--- config.mk ---
export PLATFORM = sky130hd
export DESIGN_NAME = pcp_programmer
export DESIGN_NICKNAME = d
export VERILOG_FILES = /design/src/pcp_pkg.sv /design/src/pcp_programmer.sv
export SDC_FILE = /design/constraint.sdc
export NUM_CORES = 1
export LEC_CHECK = 0
export ABC_AREA = 1
export ABC_CLOCK_PERIOD_IN_PS = 3290
export BUFFER_PORTS_ARGS = -buffer_cell sky130_fd_sc_hd__buf_2
export CAP_MARGIN = 15
export CORE_ASPECT_RATIO = 0.75
export CORE_MARGIN = 10
export CORE_UTILIZATION = 60
export DETAILED_ROUTE_END_ITERATION = 8
export PLACE_DENSITY = 0.78
export SLEW_MARGIN = 20
export SYNTH_ARGS = -nofsm -noshare
export SYNTH_HDL_FRONTEND = slang
export SYNTH_SLANG_ARGS = --single-unit
--- constraint.sdc ---
create_clock -name clk -period 3.29 [get_ports clk]
set_clock_uncertainty 0.2 [all_clocks]
set_input_delay 0.658 -clock clk [delete_from_list [all_inputs] [get_ports clk]]
set_output_delay 0.658 -clock clk [all_outputs]
set_load 0.005 [all_outputs]
--- src/pcp_pkg.sv ---
/*
 Constants, register layout and timing counts for the pulse-count LED
 current programmer. Assumes a 125 MHz system clock.
*/
package pcp_pkg;
	localparam int CLK_MHZ             = 125;
	localparam int PULSE_MIN_NS        = 200;
	localparam int PULSE_MIN_CYC       = (PULSE_MIN_NS * CLK_MHZ + 999) / 1000;
	localparam int PULSE_MAX_US        = 100;
	localparam int PULSE_MAX_CYC       = PULSE_MAX_US * CLK_MHZ;
	localparam int DATA_TIMEOUT_US     = 1000;
	localparam int DATA_TIMEOUT_CYC    = DATA_TIMEOUT_US * CLK_MHZ;
	localparam int SHDN_US             = 1500;
	localparam int SHDN_CYC            = SHDN_US * CLK_MHZ;
	localparam int FILTER_US           = 400;
	localparam int FILTER_CYC          = FILTER_US * CLK_MHZ;
	localparam int REG_COUNT           = 6;
	localparam int LEVEL_W             = 4;
	localparam logic [3:0] LEVEL_RESET = 4'h0;
	localparam int RANGE_BIT           = 3;
	localparam int BANK_A_BIT          = 2;
	localparam int BANK_B_BIT          = 1;
	localparam int BANK_C_BIT          = 0;
	localparam logic [2:0] SEL_RANGE   = 3'h1;
	localparam logic [2:0] SEL_GLOBAL  = 3'h2;
	localparam logic [2:0] SEL_BANK_A  = 3'h3;
	localparam logic [2:0] SEL_BANK_B  = 3'h4;
	localparam logic [2:0] SEL_BANK_C  = 3'h5;
	localparam logic [2:0] SEL_LOCK    = 3'h6;
	typedef enum logic [1:0] {PCP_G1X, PCP_G133, PCP_G15, PCP_G2X} pcp_gain_t;
	typedef enum {PCP_IDLE, PCP_ADDR, PCP_WAIT, PCP_DATA} pcp_state_t;
endpackage

--- src/pcp_programmer.sv ---
/*
 Control logic of a six-channel LED driver programmed over one
 enable/program pin. Assumes the undervoltage flag and the pump regulation
 flags are synchronous to clk; the pin is synchronised here; reset_n is power-on reset.
*/
`timescale 1ns/1ps
module pcp_programmer
	import pcp_pkg::*;
#(
	parameter int DATA_TIMEOUT = DATA_TIMEOUT_CYC,
	parameter int SHDN_TIME    = SHDN_CYC,
	parameter int FILTER_TIME  = FILTER_CYC,
	parameter int PULSE_MAX    = PULSE_MAX_CYC
)
(
	input  wire logic        clk,
	input  wire logic        reset_n,
	input  wire logic        prog_pin,
	input  wire logic        undervoltage,
	input  wire logic        reg_insufficient,
	input  wire logic        unity_sufficient,
	output logic             device_enabled,
	output logic             led_sink_outputs_hiz,
	output logic             current_range_select,
	output logic [2:0]       bank_on,
	output logic [3:0]       global_level,
	output logic [3:0]       bank_a_level,
	output logic [3:0]       bank_b_level,
	output logic [3:0]       bank_c_level,
	output logic             pump_return_lock_bit,
	output pcp_gain_t        pump_gain
);
	// The phase-end count must stay below the data timeout, or every
	// address would time out before the data window opens.
	if (DATA_TIMEOUT <= PULSE_MAX || SHDN_TIME < 2 || FILTER_TIME < 1
		|| PULSE_MAX < 2)
	begin : g_bad_timing
		$error("pcp_programmer: timing parameters out of range");
	end

	logic       pin_s1_reg;
	logic       pin_reg;
	logic       pin_d_reg;
	logic       en_reg;
	logic       fall;
	logic       rise;
	logic       clear_all;
	logic [31:0] low_cnt_reg;
	logic [31:0] tmr_reg;
	logic [31:0] flt_reg;
	logic [2:0] addr_reg;
	logic [4:0] pulses_reg;
	logic [3:0] bank_on_and_range_reg;
	logic [3:0] global_current_level_reg;
	logic [3:0] bank_a_current_level_reg;
	logic [3:0] bank_b_current_level_reg;
	logic [3:0] bank_c_current_level_reg;
	logic       pump_return_lock_reg;
	pcp_state_t state_reg;
	pcp_gain_t  gain_reg;

	// Three flops; only the second and third feed the edge detectors.
	always_ff @(posedge clk or negedge reset_n)
	begin
		if (!reset_n)
		begin
			pin_s1_reg <= 1'b0;
			pin_reg    <= 1'b0;
			pin_d_reg  <= 1'b0;
		end
		else
		begin
			pin_s1_reg <= prog_pin;
			pin_reg    <= pin_s1_reg;
			pin_d_reg  <= pin_reg;
		end
	end

	assign fall = pin_d_reg & ~pin_reg;
	assign rise = ~pin_d_reg & pin_reg;

	// Long-low detector. Registers are lost at shutdown entry.
	always_ff @(posedge clk or negedge reset_n)
	begin
		if (!reset_n)
			low_cnt_reg <= '0;
		else if (pin_reg)
			low_cnt_reg <= '0;
		else if (low_cnt_reg < 32'(SHDN_TIME))
			low_cnt_reg <= low_cnt_reg + 32'd1;
	end

	always_ff @(posedge clk or negedge reset_n)
	begin
		if (!reset_n)
			en_reg <= 1'b0;
		else if (rise)
			en_reg <= 1'b1;
		else if (low_cnt_reg == 32'(SHDN_TIME - 1))
			en_reg <= 1'b0;
	end

	assign clear_all = undervoltage || !en_reg;

	// Address/data sequencer. A pulse narrower than one clock may slip
	// past the synchroniser unseen; such pulses are below legal width.
	always_ff @(posedge clk or negedge reset_n)
	begin
		if (!reset_n)
		begin
			state_reg  <= PCP_IDLE;
			addr_reg   <= 3'h0;
			pulses_reg <= 5'h00;
			tmr_reg    <= '0;
		end
		else if (clear_all)
		begin
			state_reg  <= PCP_IDLE;
			addr_reg   <= 3'h0;
			pulses_reg <= 5'h00;
			tmr_reg    <= '0;
		end
		else
		begin
			tmr_reg <= (fall || rise) ? '0 : tmr_reg + 32'd1;
			unique case (state_reg)
				PCP_IDLE:
					if (fall)
					begin
						state_reg <= PCP_ADDR;
						addr_reg  <= 3'h1;
					end
				PCP_ADDR:
					if (fall)
						addr_reg <= (addr_reg < 3'(REG_COUNT)) ?
							addr_reg + 3'h1 : addr_reg;
					else if (pin_reg && tmr_reg >= 32'(PULSE_MAX))
					begin
						state_reg  <= PCP_WAIT;
						pulses_reg <= 5'h00;
					end
				PCP_WAIT:
					if (fall)
					begin
						state_reg  <= PCP_DATA;
						pulses_reg <= 5'h01;
					end
					else if (tmr_reg >= 32'(DATA_TIMEOUT))
						state_reg <= PCP_IDLE;
				PCP_DATA:
					if (fall)
						pulses_reg <= pulses_reg + 5'h01;
					else if (pin_reg && tmr_reg >= 32'(PULSE_MAX))
						state_reg <= PCP_IDLE;
			endcase
		end
	end

	// Select clears the register; data value is 16 minus pulses.
	function automatic logic [3:0] level_of(input logic [4:0] n);
		level_of = 4'(5'h10 - n);
	endfunction

	logic       wr_sel;
	logic [3:0] wr_val;
	assign wr_sel = (state_reg == PCP_ADDR && pin_reg
		&& tmr_reg >= 32'(PULSE_MAX) && !fall) || state_reg == PCP_DATA;
	assign wr_val = (state_reg == PCP_DATA) ? level_of(pulses_reg)
		: LEVEL_RESET;

	always_ff @(posedge clk or negedge reset_n)
	begin
		if (!reset_n)
		begin
			bank_on_and_range_reg    <= LEVEL_RESET;
			global_current_level_reg <= LEVEL_RESET;
			bank_a_current_level_reg <= LEVEL_RESET;
			bank_b_current_level_reg <= LEVEL_RESET;
			bank_c_current_level_reg <= LEVEL_RESET;
			pump_return_lock_reg     <= 1'b0;
		end
		else if (clear_all)
		begin
			bank_on_and_range_reg    <= LEVEL_RESET;
			global_current_level_reg <= LEVEL_RESET;
			bank_a_current_level_reg <= LEVEL_RESET;
			bank_b_current_level_reg <= LEVEL_RESET;
			bank_c_current_level_reg <= LEVEL_RESET;
			pump_return_lock_reg     <= 1'b0;
		end
		else if (wr_sel)
		begin
			unique case (addr_reg)
				SEL_RANGE:  bank_on_and_range_reg    <= wr_val;
				SEL_GLOBAL: global_current_level_reg <= wr_val;
				SEL_BANK_A: bank_a_current_level_reg <= wr_val;
				SEL_BANK_B: bank_b_current_level_reg <= wr_val;
				SEL_BANK_C: bank_c_current_level_reg <= wr_val;
				SEL_LOCK:   pump_return_lock_reg <=
					(state_reg == PCP_DATA) && pulses_reg == 5'h01;
				default: ;
			endcase
		end
	end

	// Gain sequencer with insufficiency filter.
	logic lock_reset;
	assign lock_reset = wr_sel && state_reg == PCP_ADDR
		&& addr_reg == SEL_LOCK;

	always_ff @(posedge clk or negedge reset_n)
	begin
		if (!reset_n)
		begin
			gain_reg <= PCP_G1X;
			flt_reg  <= '0;
		end
		else if (clear_all || lock_reset)
		begin
			gain_reg <= PCP_G1X;
			flt_reg  <= '0;
		end
		else if (gain_reg != PCP_G1X && unity_sufficient
			&& !pump_return_lock_reg)
		begin
			gain_reg <= PCP_G1X;
			flt_reg  <= '0;
		end
		else if (!reg_insufficient || gain_reg == PCP_G2X)
			flt_reg <= '0;
		else if (flt_reg >= 32'(FILTER_TIME - 1))
		begin
			flt_reg <= '0;
			unique case (gain_reg)
				PCP_G1X:  gain_reg <= PCP_G133;
				PCP_G133: gain_reg <= PCP_G15;
				PCP_G15:  gain_reg <= PCP_G2X;
				PCP_G2X:  gain_reg <= PCP_G2X;
			endcase
		end
		else
			flt_reg <= flt_reg + 32'd1;
	end

	// Range bit 0 means the analog stage divides by eight.
	assign device_enabled       = en_reg;
	assign led_sink_outputs_hiz = !en_reg;
	assign current_range_select = bank_on_and_range_reg[RANGE_BIT];
	assign bank_on = {bank_on_and_range_reg[BANK_A_BIT],
		bank_on_and_range_reg[BANK_B_BIT],
		bank_on_and_range_reg[BANK_C_BIT]};
	assign global_level         = global_current_level_reg;
	assign bank_a_level         = bank_a_current_level_reg;
	assign bank_b_level         = bank_b_current_level_reg;
	assign bank_c_level         = bank_c_current_level_reg;
	assign pump_return_lock_bit = pump_return_lock_reg;
	assign pump_gain            = gain_reg;

	a_shdn_clears: assert property (
		@(posedge clk) disable iff (!reset_n)
		!en_reg |-> ##1 (bank_on_and_range_reg == 4'h0))
		else $error("registers not cleared in shutdown");
	a_uv_clears: assert property (
		@(posedge clk) disable iff (!reset_n)
		undervoltage |=> bank_on == 3'h0)
		else $error("undervoltage left a bank on");
	a_no_skip_up: assert property (
		@(posedge clk) disable iff (!reset_n)
		(gain_reg == PCP_G1X && $past(gain_reg) != PCP_G1X) or
		(gain_reg == $past(gain_reg)) or
		(gain_reg == pcp_gain_t'($past(gain_reg) + 2'd1)))
		else $error("gain skipped a step");
	a_lock_holds: assert property (
		@(posedge clk) disable iff (!reset_n)
		(pump_return_lock_reg && gain_reg != PCP_G1X && !clear_all
		&& !lock_reset) |=> gain_reg != PCP_G1X)
		else $error("gain dropped while locked");
	a_sel6_reset: assert property (
		@(posedge clk) disable iff (!reset_n)
		lock_reset && !clear_all |=> gain_reg == PCP_G1X)
		else $error("register six select did not reset pump");
	a_timeout_idle: assert property (
		@(posedge clk) disable iff (!reset_n)
		state_reg == PCP_WAIT && tmr_reg >= 32'(DATA_TIMEOUT) && !fall
		|=> state_reg == PCP_IDLE)
		else $error("data timeout not taken");
	a_sel_clear: assert property (
		@(posedge clk) disable iff (!reset_n)
		wr_sel && state_reg == PCP_ADDR && addr_reg == SEL_GLOBAL
		&& !clear_all |=> global_current_level_reg == 4'h0)
		else $error("selected register not cleared");
	a_first_rise: assert property (
		@(posedge clk) disable iff (!reset_n)
		rise |=> en_reg)
		else $error("rise did not enable");
	a_down_to_unity: assert property (
		@(posedge clk) disable iff (!reset_n)
		gain_reg < $past(gain_reg) |-> gain_reg == PCP_G1X)
		else $error("gain stepped down to a middle mode");
	a_addr_in_range: assert property (
		@(posedge clk) disable iff (!reset_n)
		state_reg != PCP_IDLE |-> addr_reg >= SEL_RANGE
		&& addr_reg <= SEL_LOCK)
		else $error("address count left the register range");
	a_step_needs_low: assert property (
		@(posedge clk) disable iff (!reset_n)
		gain_reg > $past(gain_reg) |-> $past(reg_insufficient))
		else $error("gain stepped up without insufficiency");
	a_long_low_off: assert property (
		@(posedge clk) disable iff (!reset_n)
		!pin_reg && low_cnt_reg == 32'(SHDN_TIME - 1) |=> !en_reg)
		else $error("long low did not shut down");
	a_uv_idle: assert property (
		@(posedge clk) disable iff (!reset_n)
		undervoltage |=> state_reg == PCP_IDLE)
		else $error("undervoltage left the sequencer busy");
endmodule

# Yosys cells after proc, flatten, opt, wreduce, memory -nomap -nowiden
# Cells that the tools add are included.
# classes
addsub	6
magnitude_cmp	5
eq_ne	27
muxes	54
bitwise_logic	4
reduce_logical	44
# op_table
cell	n
2-to-1 mux 32 bit	16
case mux 32 bit (4 select lines)	1
adder 32 x 1 -> 32 bit, second input constant	3
equality test 32 x 2 -> 1 bit, second input constant	3
2-to-1 mux 4 bit	16
equality test 32 x 1 -> 1 bit, second input constant	1
equality test 32 x 18 -> 1 bit, second input constant	1
equality test 32 x 3 -> 1 bit, second input constant	1
>= comparator 32 x 14 -> 1 bit, second input constant	1
>= comparator 32 x 16 -> 1 bit, second input constant	1
>= comparator 32 x 17 -> 1 bit, second input constant	1
zero test 32 bit	1
< comparator 32 x 18 -> 1 bit, second input constant	1
inequality test 3 bit, second input constant	10
2-to-1 mux 5 bit	5
nonzero test 2 bit	10
case mux 5 bit (3 select lines)	1
AND reduction 2 bit	7
2-to-1 mux 3 bit	4
equality test 3 bit, second input constant	3
logical AND 1 bit	9
2-to-1 mux 2 bit	4
equality test 3 x 2 -> 1 bit, second input constant	2
case mux 2 bit (3 select lines)	1
22 further kinds	37
# word_totals
reg_bits	163
input_bits	6
out_inout_bits	25
elab_cells	157

# Longest topological paths before layout
# Gate-level depths: netlist of the first run.
# depth
word_depth	10
depth_mapped	12
mapped_depth_nobuf	12

# Worst setup path before layout of the first run
# No wires, ideal clock.
# synth_path
path_kind	reg2reg
start	register pin_reg
end	register flt_reg[9]
setup_time_ns	0.122
t_arrival_ns	1.882
required_time_ns	2.968
setup_slack_ns	1.086
stages_incl_launch_ff	9
path_buffers	2
synth_period_minus_slack_ns	2.204
cell_sequence	dfrtp_1 > clkinv_1 > buf_2 > ha_1 > nor3_1 > nand4_2 > nand4_4 > buf_6 > nor2_2
# synth_between
elab_chain_cells	9
word_cells_on_any_way	11
cone_classes	mux: 1; bitwise: 2; reduce/logical: 8
# synth_rtl
item	line_no	source
start: declaration	pcp_programmer.sv:42	logic pin_reg;
start signal: assignment	pcp_programmer.sv:74	pin_reg <= pin_s1_reg;
NOT 1 bit	pcp_programmer.sv:79	assign fall = pin_d_reg & ~pin_reg;
bitwise AND 1 bit	pcp_programmer.sv:79	
zero test 1 bit	pcp_programmer.sv:167	&& tmr_reg >= 32'(PULSE_MAX) && !fall) || state_reg == PCP_DATA;
logical AND 1 bit (*)	pcp_programmer.sv:167	
logical OR 1 bit (*)	pcp_programmer.sv:167	
logical AND 1 bit (*)	pcp_programmer.sv:208	assign lock_reset = wr_sel && state_reg == PCP_ADDR
logical AND 1 bit (*)	pcp_programmer.sv:209	&& addr_reg == SEL_LOCK;
logical OR 1 bit (*)	pcp_programmer.sv:218	else if (clear_all || lock_reset)
2-to-1 mux 32 bit (*)	pcp_programmer.sv:218	
end signal: assignment	pcp_programmer.sv:242	flt_reg <= flt_reg + 32'd1;
end: declaration	pcp_programmer.sv:50	logic [31:0] flt_reg;
# Every way passes the cells marked *; elsewhere a longest branch is shown, timed or not.
# A chain may end at the register's enable or synchronous reset.

# Worst setup path in the final report of the first run
# layout_path
start	register low_cnt_reg[10]
end	register low_cnt_reg[10]
# layout_between
elab_chain_cells	3
word_cells_on_any_way	5
cone_classes	add/sub: 1; order compare: 1; mux: 2; reduce/logical: 1
# layout_rtl
item	line_no	source
start: declaration	pcp_programmer.sv:48	logic [31:0] low_cnt_reg;
start signal: assignment	pcp_programmer.sv:90	low_cnt_reg <= low_cnt_reg + 32'd1;
adder 32 x 1 -> 32 bit	pcp_programmer.sv:90	
2-to-1 mux 32 bit	pcp_programmer.sv:89	else if (low_cnt_reg < 32'(SHDN_TIME))
2-to-1 mux 32 bit	pcp_programmer.sv:87	else if (pin_reg)
# Several ways; a longest one is shown, not always the timed one. The select of a mux whose other input is x is not followed.

==> results_dict.tcl, run 1 <==
set metrics [dict create \
    status "finished with violations" \
    violations "hold timing" \
    pwr-share-seq_pct 41.9 \
    drt-initial-drc-count 519 \
    initial_utilization_pct 60.9 \
    dieHeight_um 113 \
    timing.final.crit_share_pct 73.2 \
    endpoint_kind "register" \
    yosysWarnings 0 \
    worst_slack_ps 882 \
    seq_area_frac_synth_pct 47.6 \
    dieArea_um2 16400 \
    tritoncts "done" \
    power_frac_comb_pct 7.1 \
    syn_avg_cell_area_um2 7.74 \
    post-place-ws_ps 704 \
    row_count 34 \
    post_cts_buffers 0 \
    synth_area_um2 6990 \
    die_w_um 145 \
    synthToLayoutAreaGrowth_pct 14.2 \
    viasPerCell 5.37 \
    grt_pass1_vias 5703 \
    synthFlopType "dfrtp_1" \
    slew_headroom_pct 49.8 \
    p_int_mw 3.07 \
    cap_violations 0 \
    ctsHoldBuffers 0 \
    finalCriticalPeriod_ps 2410 \
    grt_pass1_wl_mm 26.9 \
    post_cts_resized 0 \
    nets 975 \
    hold_slack_ps -11.0 \
    fmax_mhz 415 \
    leakagePower_nw 3.89 \
    crit_start "low_cnt_reg[10]$_DFFE_PN0P_" \
    tightest_slew_ps 747 \
    finalSetupViolations 0 \
    clkTransAtPathRegs_ps 60 \
    io_buffer_count 30 \
    hold_viol 5 \
    p_per_area_nw_per_um2 512 \
    antenna_left 0 \
    synth_edf_count 0 \
    ys_ff_latch 133 \
    fillCellCount 896 \
    drive_gt1_share_pct 10.1 \
    worstPathArrival_ps 2500 \
    wl_per_cell_um 14.2 \
    cts_max_level 4 \
    drtPass1Iterations 5 \
    dp_hpwl_mm 10.6 \
    num_vias 5976 \
    rsz0062_at_grt "no" \
    grtUsageTotal_pct 19.9 \
    p_switching_mw 1.02 \
    required_ps 3380 \
    drt-total-wl_mm 15.8 \
    insertedDiodeCount 0 \
    cts_sinks 133 \
    ys_types 41 \
    remaining_drc_errors 0 \
    p_clk_share_pct 51.0 \
    grt.overflow.total 0 \
    maxSlewViolCount 0 \
    synthCells 903 \
    placed_area_um2 7330 \
    final_area_um2 7980 \
    tns_ps 0 \
    grt_max_degree 59 \
    globalplace.congestion 0.915 \
    ys_async_sr_fraction_pct 100 \
    clk_path_buf_depth 2 \
    critPathMaxFanout 12 \
    numCtsBuffers 17 \
    critPathKind "reg -> reg" \
    switching_share_pct 25.0 \
    root_buffer "clkbuf_16" \
    max-vdd-ir-drop_mv 0.395 \
    pin_count 31 \
    start_kind "register" \
    worstReg2RegStart "low_cnt_reg[10]$_DFFE_PN0P_" \
    min_path_type "in -> async" \
    core_um2 11500 \
    antenna_found_initial 0 \
    insertion_delay_ps 420 \
]
[through the flow]
stage	total power [mW]	hold slack [ps]	cells	utilization [%]
2_1_floorplan	1.93	131	918	-
3_3_place_gp	2.01	132	1080	63.8
3_5_place_dp	2.02	139	1080	63.8
4_1_cts	4.10	9.25	1112	69.5
5_1_grt	4.22	23.7	1112	69.5
6_report	4.09	-11.0	1112	69.5
[cell type report]
cell class                 count  area, µm²  area share [%]
clock inverter                14        213            2.66
clock buffer                  18        439            5.50
inverter                     105        394            4.94
timing repair buffer          38        229            2.87
sequential                   133       3330            41.7
tap                          144        180            2.26
multi-input combinational    660       3200            40.1
[cells in the final DEF (no fill, tap or decap), types with 3 or more instances in the layout]
cell	n
nand2_1	228
dfrtp_1	133
nor2_1	131
inv_1	102
nand3_1	86
buf_2	29
a21oi_1	28
nor3_1	27
o21ai_0	27
xor2_1	21
nand4_1	19
clkbuf_16	17
conb_1	16
nor2_2	14
ha_1	14
nor4_1	8
buf_4	7
o21ai_1	6
xnor2_1	5
nand3b_1	4
bufinv_16	4
inv_6	4
clkinv_4	4
nand2_2	3
or2_1	3
[Yosys cell counts (2+ instances only)]
master | n | area [µm²]
o22ai_1 | 2 | 12.5
o21ai_0 | 27 | 135
nor3_2 | 2 | 20.0
nand3b_1 | 4 | 30.0
nor4_1 | 8 | 50.1
or2_1 | 3 | 18.8
xnor2_1 | 5 | 43.8
nand2_1 | 228 | 856
clkbuf_1 | 4 | 15.0
nand2_2 | 3 | 18.8
nor3_1 | 27 | 135
ha_1 | 14 | 175
nor2_1 | 131 | 492
nor2_2 | 14 | 87.6
inv_1 | 102 | 383
nand3_1 | 86 | 430
nand4_1 | 19 | 119
o21ai_1 | 6 | 30.0
a31oi_1 | 2 | 12.5
nand3_2 | 2 | 20.0
xor2_1 | 21 | 184
a2bb2oi_1 | 2 | 17.5
dfrtp_1 | 133 | 3330
buf_6 | 5 | 56.3
inv_2 | 2 | 7.51
a21oi_1 | 28 | 140
buf_1 | 3 | 11.3
buf_2 | 7 | 35.0
[worst max-delay path, stage by stage (launching register included)]
cell and delay (ps):
dfrtp_1 450, nand2_1 130, nor3_1 240, o21ai_1 110, o21ai_1 90, nand2_1 60
nand2_1 350, nand2_1 400, nand2_1 170, nand2_1 90
[logic make-up (layout without fill, tap and decap cells)]
family	count (synthesis)	in the layout	share of synthesized area, %
adder cells (fa/ha/maj)	14	14	2.51
XOR/XNOR	26	26	3.26
buffers and inverters	125	175	7.43
other	1	16	0.0536
flip-flops	133	133	47.6
AO/OA/AOI/OAI	71	71	5.42
AND/OR/NAND/NOR	533	533	33.7
[power groups by stage]
| stage | logic (mW) | registers [mW] | clock network [mW] |
|---|---|---|---|
| floorplan | 0.208 | 1.72 | 0 |
| global placement | 0.275 | 1.74 | 0 |
| detailed placement | 0.281 | 1.74 | 0 |
| CTS | 0.286 | 1.71 | 2.11 |
| global route | 0.332 | 1.72 | 2.18 |
| finish | 0.289 | 1.71 | 2.09 |
[layer usage]
metal	track usage [%]	up-vias	share of wire [%]
met5	0	-	0
met4	5.78	0	1.1
met3	3.57	19	5.4
met2	31.2	212	47
met1	27.7	2751	47
li1	-	2994	-
[path summary, 6_finish.rpt]
path / slack, ps / to / cells after the start
worst min-delay path: -10 / tmr_reg[13]$_DFF_PN0_ / 1
min in group clk: 150 / pin_reg$_DFF_PN0_ / 0
worst max register to register: 880 / low_cnt_reg[10]$_DFFE_PN0P_ / 9
max in group asynchronous: 2250 / global_level[3]$_DFFE_PN0P_ / 2
worst max-delay path: 880 / low_cnt_reg[10]$_DFFE_PN0P_ / 9
worst min register to register: 150 / pin_reg$_DFF_PN0_ / 0
Power figures use the tool's default switching activity.
==> run 2: changes to the inputs <==
--- a/config.mk
+++ b/config.mk
@@ -5,8 +5,8 @@
 export SDC_FILE = /design/constraint.sdc
 export NUM_CORES = 1
 export LEC_CHECK = 0
-export ABC_AREA = 1
-export ABC_CLOCK_PERIOD_IN_PS = 3290
+export ABC_AREA = 0
+export ABC_CLOCK_PERIOD_IN_PS = 2400
 export BUFFER_PORTS_ARGS = -buffer_cell sky130_fd_sc_hd__buf_2
 export CAP_MARGIN = 15
 export CORE_ASPECT_RATIO = 0.75
==> constraint.sdc (replaced) <==
create_clock -name clk -period 2.4 [get_ports clk]
set_clock_uncertainty 0.2 [all_clocks]
set_input_delay 0.48 -clock clk [delete_from_list [all_inputs] [get_ports clk]]
set_output_delay 0.48 -clock clk [all_outputs]
set_load 0.005 [all_outputs]
==> run 2 against run 1 <==
  * The run now ends clean
  * Flip-flop and latch count stayed put
  * Power is 26% higher
  * Die area is 8.2% lower
  * Core utilization is 4.9 points higher
  * Register-to-register slack worse by 830 ps
  * Global-route usage is 0.79 points lower
  * Critical path type unchanged
  * Critical endpoint is now low_cnt_reg[16]$_DFFE_PN0P_
  * Largest cell class unchanged
  * Highest routed layer unchanged
==> results_dict.tcl, run 2 <==
set metrics [dict create \
    slowest_delay_ps 430 \
    num_vias 4970 \
    max-vdd-ir-drop_mv 0.617 \
    syn_avg_cell_area_um2 10.2 \
    critPathKind "reg -> reg" \
    fmax_mhz 427 \
    final_cell_mix "131 x dfrtp_1, 73 x nor2_1, 57 x nand2_1, 33 x nand3_1, 31 x buf_4" \
    ys_top_cells_by_area "dfrtp_1 53%, nor2_1 4.4%, mux2i_1 4.0%" \
    grt_pass1_vias 4857 \
    ys_async_sr_fraction_pct 100 \
    numCtsBuffers 17 \
    synthCells 620 \
    wl_per_cell_um 17.2 \
    ys_types 50 \
    grt.overflow.total 0 \
    initial_utilization_pct 61.4 \
    clk_path_buf_depth 2 \
    endpoint_kind "register" \
    root_buffer "clkbuf_16" \
    pin_count 31 \
    ys_ff_latch 133 \
    nets 713 \
    synth.most_common_cell "dfrtp_1" \
    synthFlopType "dfrtp_1" \
    layout_commonest_cell "dfrtp_1" \
    cts_sinks 133 \
    leakagePower_nw 3.29 \
    grtUsageTotal_pct 19.1 \
    ys_top_cells_by_count "133 x dfrtp_1, 74 x nor2_1, 57 x nand2_1" \
    remaining_drc_errors 0 \
    seq_area_frac_synth_pct 52.7 \
    insertion_delay_ps 420 \
    post-place-ws_ps -119 \
    hold_slack_ps 199 \
    insertedDiodeCount 0 \
    dp_hpwl_mm 9.24 \
    p_per_area_nw_per_um2 673 \
    drtPass1Iterations 5 \
    synth_area_um2 6320 \
    grt_pass1_wl_mm 23.8 \
    critPathMaxFanout 16 \
    antenna_found_initial 0 \
    path_cells "and3_2 > o21a_1 > a211o_4 > nor4_4 > mux2_2" \
    slew_headroom_pct 58.0 \
    dieHeight_um 109 \
    required_ps 2510 \
    rsz0062_at_grt "yes" \
    power_mw 5.15 \
    globalplace.congestion 0.910 \
    yosysWarnings 0 \
    slowest_stage "a211o_4" \
    finalSetupViolations 0 \
    synthToLayoutAreaGrowth_pct 21.2 \
    viasPerCell 5.90 \
    cap_violations 0 \
    maxSlewViolCount 0 \
    core_um2 10300 \
    min_path_type "reg -> reg" \
    die_w_um 138 \
    tightest_slew_ps 621 \
    worstPathArrival_ps 2450 \
    finalCriticalPeriod_ps 2340 \
    synth_top_area_share_pct 52.7 \
    yosysTopAreaCell "dfrtp_1" \
    synth_edf_count 0 \
    worst_slack_ps 56.7 \
    antenna_left 0 \
    clkTransAtPathRegs_ps 60 \
    start_kind "register" \
    placed_area_um2 6860 \
    cts_max_level 4 \
    drt-total-wl_mm 14.5 \
    io_buffer_count 30 \
    status "completed" \
    drive_gt1_share_pct 17.6 \
    row_count 32 \
    timing.final.crit_share_pct 97.6 \
    tritoncts "done" \
    grt_max_degree 52 \
    final_area_um2 7660 \
    hold_viol 0 \
    dieArea_um2 15100 \
    drt-initial-drc-count 409 \
]
-- run 2: cell types whose count changed after synthesis, sizes merged, moves of 13 or more --
cell    before  now
nor3        30   10
nor4         8   26
nand3       89   33
and3         0   13
nor2       145   74
xnor2        5   28
mux2i        0   25
o21ai       33   14
nand2      231   57
inv        104   19
clkbuf       4   17
nor2b        0   18
-- run 2: stage by stage --
step	std cells	utilization (%)	TNS (ps)
2_1_floorplan	635	-	0
3_3_place_gp	808	66.7	-40.1
3_5_place_dp	808	66.7	-1600
4_1_cts	842	73.4	0
5_1_grt	842	74.4	-170
6_report	842	74.4	0
-- run 2: cells by family after synthesis --
family / synth area share, %
other: 0.0594
buffers and inverters: 2.83
XOR/XNOR: 6.24
adder cells (fa/ha/maj): 2.77
flip-flops: 52.7
AO/OA/AOI/OAI: 8.18
AND/OR/NAND/NOR: 22.9
multiplexers: 4.32
-- run 2: path summary, 6_finish.rpt --
| check | from | end | cells past startpoint | slack (ps) |
|---|---|---|---|---|
| worst min register to register | pin_s1_reg$_DFF_PN0_ | pin_reg$_DFF_PN0_ | 0 | 200 |
| worst max-delay path | low_cnt_reg[10]$_DFFE_PN0P_ | low_cnt_reg[16]$_DFFE_PN0P_ | 5 | 60 |
| worst min-delay path | pin_s1_reg$_DFF_PN0_ | pin_reg$_DFF_PN0_ | 0 | 200 |
| worst max register to register | low_cnt_reg[10]$_DFFE_PN0P_ | low_cnt_reg[16]$_DFFE_PN0P_ | 5 | 60 |
| min in group asynchronous | reset_n | bank_b_level[2]$_DFFE_PN0P_ | 2 | 360 |
| max in group asynchronous | reset_n | tmr_reg[5]$_DFF_PN0_ | 3 | 1000 |
-- run 2: worst max-delay path, delay by kind of cell (launching register included) --
kind | cells | cell delay (ps)
AOI/OAI and AO/OA | 2 | 670
DFF | 1 | 410
muxes | 1 | 370
and+or+nand+nor | 2 | 570
-- run 2: report_power, final --
| part | switching (mW) | total [mW] | internal (mW) |
|---|---|---|---|
| registers | 0.0191 | 2.29 | 2.27 |
| clock network | 1.01 | 2.68 | 1.67 |
| logic | 0.125 | 0.178 | 0.0527 |
| total | 1.16 | 5.15 | 3.99 |
-- run 2: repair_timing --
item,CTS,global route
endpoints found under the hold margin,33,0
gates cloned,0,0
hold buffers,2,0
pin swaps,0,5
setup buffers,0,0
setup endpoints to repair,30,55
resized for setup,8,19
-- run 2: final cells by class --
type	count	area, µm²
Sequential cell	133	3330
Multi-Input combinational cell	457	3020
Fill cell	691	2630
Timing Repair Buffer	65	449
Clock buffer	18	439
Clock inverter	14	178
Tap cell	136	170
Inverter	19	71.3
-- run 2: per-layer routing --
metal  part of all wire (%)  vias up  global-route usage [%]  wire length (µm)
met1                     46     2481                    24.9              6690
met5                      0        -                       0                 0
li1                       -     2329                       -                 -
met3                    5.3       18                    5.47               774
met4                    1.0        0                    5.71               152
met2                     47      142                    30.7              6880
==> run 3: changes to the inputs <==
--- a/config.mk
+++ b/config.mk
@@ -9,11 +9,14 @@
 export ABC_CLOCK_PERIOD_IN_PS = 2400
 export BUFFER_PORTS_ARGS = -buffer_cell sky130_fd_sc_hd__buf_2
 export CAP_MARGIN = 15
+export CELL_PAD_IN_SITES_DETAIL_PLACEMENT = 1
+export CELL_PAD_IN_SITES_GLOBAL_PLACEMENT = 1
 export CORE_ASPECT_RATIO = 0.75
 export CORE_MARGIN = 10
-export CORE_UTILIZATION = 60
+export CORE_UTILIZATION = 49
 export DETAILED_ROUTE_END_ITERATION = 8
-export PLACE_DENSITY = 0.78
+export PLACE_DENSITY_LB_ADDON = 0.1
+export SKIP_LAST_GASP = 1
 export SLEW_MARGIN = 20
 export SYNTH_ARGS = -nofsm -noshare
 export SYNTH_HDL_FRONTEND = slang
==> run 3 against run 2 <==
  * The flow now finishes with violations (setup timing)
  * Routed wire length is 17% higher
  * Clock power grew 3%
  * Worst hold slack improved by 25 ps
  * Flip-flop and latch count stayed put
  * Via count rose by 2.3%
  * Worst setup slack worse by 91 ps
  * Critical endpoint is now low_cnt_reg[9]$_DFFE_PN0P_
  * Maximum frequency fell by 3.7%
==> results_dict.tcl, run 3 (synthesis results as in run 2) <==
set metrics [dict create \
    status "finished with violations" \
    finalCriticalPeriod_ps 2430 \
    min_path_type "reg -> reg" \
    final_cell_mix "133 x dfrtp_1, 74 x nor2_1, 57 x nand2_1, 39 x buf_4, 33 x nand3_1" \
    die_w_um 151 \
    critPathKind "reg -> reg" \
    antenna_left 0 \
    max-vdd-ir-drop_mv 0.574 \
    post-place-ws_ps -192 \
    initial_utilization_pct 50.8 \
    drtPass1Iterations 5 \
    maxSlewViolCount 0 \
    min_path_cells 0 \
    dieArea_um2 17900 \
    timing.final.crit_share_pct 101 \
    pin_count 31 \
    tns_ps -43.7 \
    slowest_stage "or4_1" \
    grt_max_degree 81 \
    core_um2 12400 \
    grt.overflow.total 0 \
    drive_gt1_share_pct 18.4 \
    numCtsBuffers 17 \
    hold_slack_ps 224 \
    num_vias 5085 \
    start_kind "register" \
    r2r_cells 6 \
    clk_path_buf_depth 2 \
    dp_hpwl_mm 11.0 \
    path_cells "nor4_2 > nand4_1 > a211o_4 > buf_6 > or4_1 > a21oi_2" \
    regToRegSetupSlack_ps -30 \
    min_to "pin_reg$_DFF_PN0_" \
    rsz0062_at_grt "yes" \
    viasPerCell 5.76 \
    r2r-end "low_cnt_reg[9]$_DFFE_PN0P_" \
    grt_pass1_vias 5481 \
    synthToLayoutAreaGrowth_pct 22.8 \
    drt-total-wl_mm 16.9 \
    row_count 35 \
    grtUsageTotal_pct 19.3 \
    layout_commonest_cell "dfrtp_1" \
    antenna_found_initial 1 \
    fillCellCount 1352 \
    clkTransAtPathRegs_ps 70 \
    p_per_area_nw_per_um2 676 \
    io_buffer_count 30 \
    root_buffer "clkbuf_16" \
    dieHeight_um 118 \
    endpoint_kind "register" \
    slew_headroom_pct 50.4 \
    wl_per_cell_um 19.2 \
    hp-start "pin_s1_reg$_DFF_PN0_" \
    worst_slack_ps -34.1 \
    final_area_um2 7750 \
    fmax_mhz 411 \
    critPathMaxFanout 7 \
    slowest_delay_ps 510 \
    drt-initial-drc-count 336 \
    power_mw 5.24 \
    tightest_slew_ps 733 \
    worstPathArrival_ps 2590 \
    globalplace.congestion 0.767 \
    tritoncts "done" \
    cap_violations 0 \
    cts_max_level 4 \
    grt_pass1_wl_mm 28.2 \
    remaining_drc_errors 0 \
    insertion_delay_ps 430 \
    nets 724 \
    required_ps 2550 \
    placed_area_um2 6970 \
    cts_sinks 133 \
    finalSetupViolations 2 \
    hold_viol 0 \
    violations "setup timing" \
    worstReg2RegStart "low_cnt_reg[25]$_DFFE_PN0P_" \
    leakagePower_nw 3.36 \
]
==> run 3: cell count changes in the layout (fill, tap and decap cells not counted), moves of 2 or more <==
cell and change:
a21oi_2 +2, buf_4 +8, clkinv_4 -6, inv_6 +4
a21oi_1 -2, or4_4 +2, clkinv_2 -2, or4_1 -2
dfrtp_1 +2, inv_8 +3, dfrtp_2 -2
==> run 3: how the worst max path moves through the flow <==
stage | from | to | depth (start not counted)
5_1_grt | low_cnt_reg[25]$_DFFE_PN0P_ | low_cnt_reg[14]$_DFFE_PN0P_ | 5
4_1_cts | low_cnt_reg[30]$_DFFE_PN0P_ | low_cnt_reg[9]$_DFFE_PN0P_ | 6
6_report | low_cnt_reg[25]$_DFFE_PN0P_ | low_cnt_reg[9]$_DFFE_PN0P_ | 6
3_3_place_gp | tmr_reg[5]$_DFF_PN0_ | global_level[2]$_DFFE_PN0P_ | 5
3_5_place_dp | tmr_reg[6]$_DFF_PN0_ | global_level[0]$_DFFE_PN0P_ | 5
2_1_floorplan | low_cnt_reg[10]$_DFFE_PN0P_ | low_cnt_reg[16]$_DFFE_PN0P_ | 6
==> run 3: final cells by class <==
cell class,count,area (µm²),share of cell area [%]
antenna,1,2.50,0.0323
tap,166,208,2.68
clock inverter,14,191,2.47
multi-input combinational,457,2980,38.5
clock buffer,17,425,5.49
timing repair buffer,76,546,7.03
sequential,133,3330,42.9
inverter,19,71.3,0.920
==> run 3: critical path, delay by kind of cell, from the launching register on <==
kind	cells	cell delay (ps)
AOI/OAI and AO/OA	2	570
buffers and inverters	1	140
DFF	1	390
and+or+nand+nor	3	1060
==> run 3: layer usage <==
metal	share of wire, %	track usage [%]	vias to the layer above
met5	0	0	-
met4	1.2	6.18	0
met3	3.9	4.12	18
met2	51	31.8	93
met1	44	24.8	2636
li1	-	-	2338
==> run 3: metrics by stage <==
| stage | instances | utilization, % |
|---|---|---|
| finish | 883 | 62.4 |
| global route | 882 | 62.3 |
| CTS | 879 | 61.4 |
| detailed placement | 846 | 56.1 |
| global placement | 846 | 56.1 |
| floorplan | 635 | - |
==> run 3: power by group <==
part           internal (mW)  switching [mW]
logic                 0.0549           0.129
registers               2.27          0.0228
clock network           1.67            1.10
total                   3.99            1.25
==> run 3: what timing repair did <==
item                       CTS  global route
pin swaps                    1            14
setup buffers                0             2
setup endpoints to repair   16            50
cloned                       0             1
hold endpoints to repair   134             0
resized for setup            5            16
hold buffers                 2             0
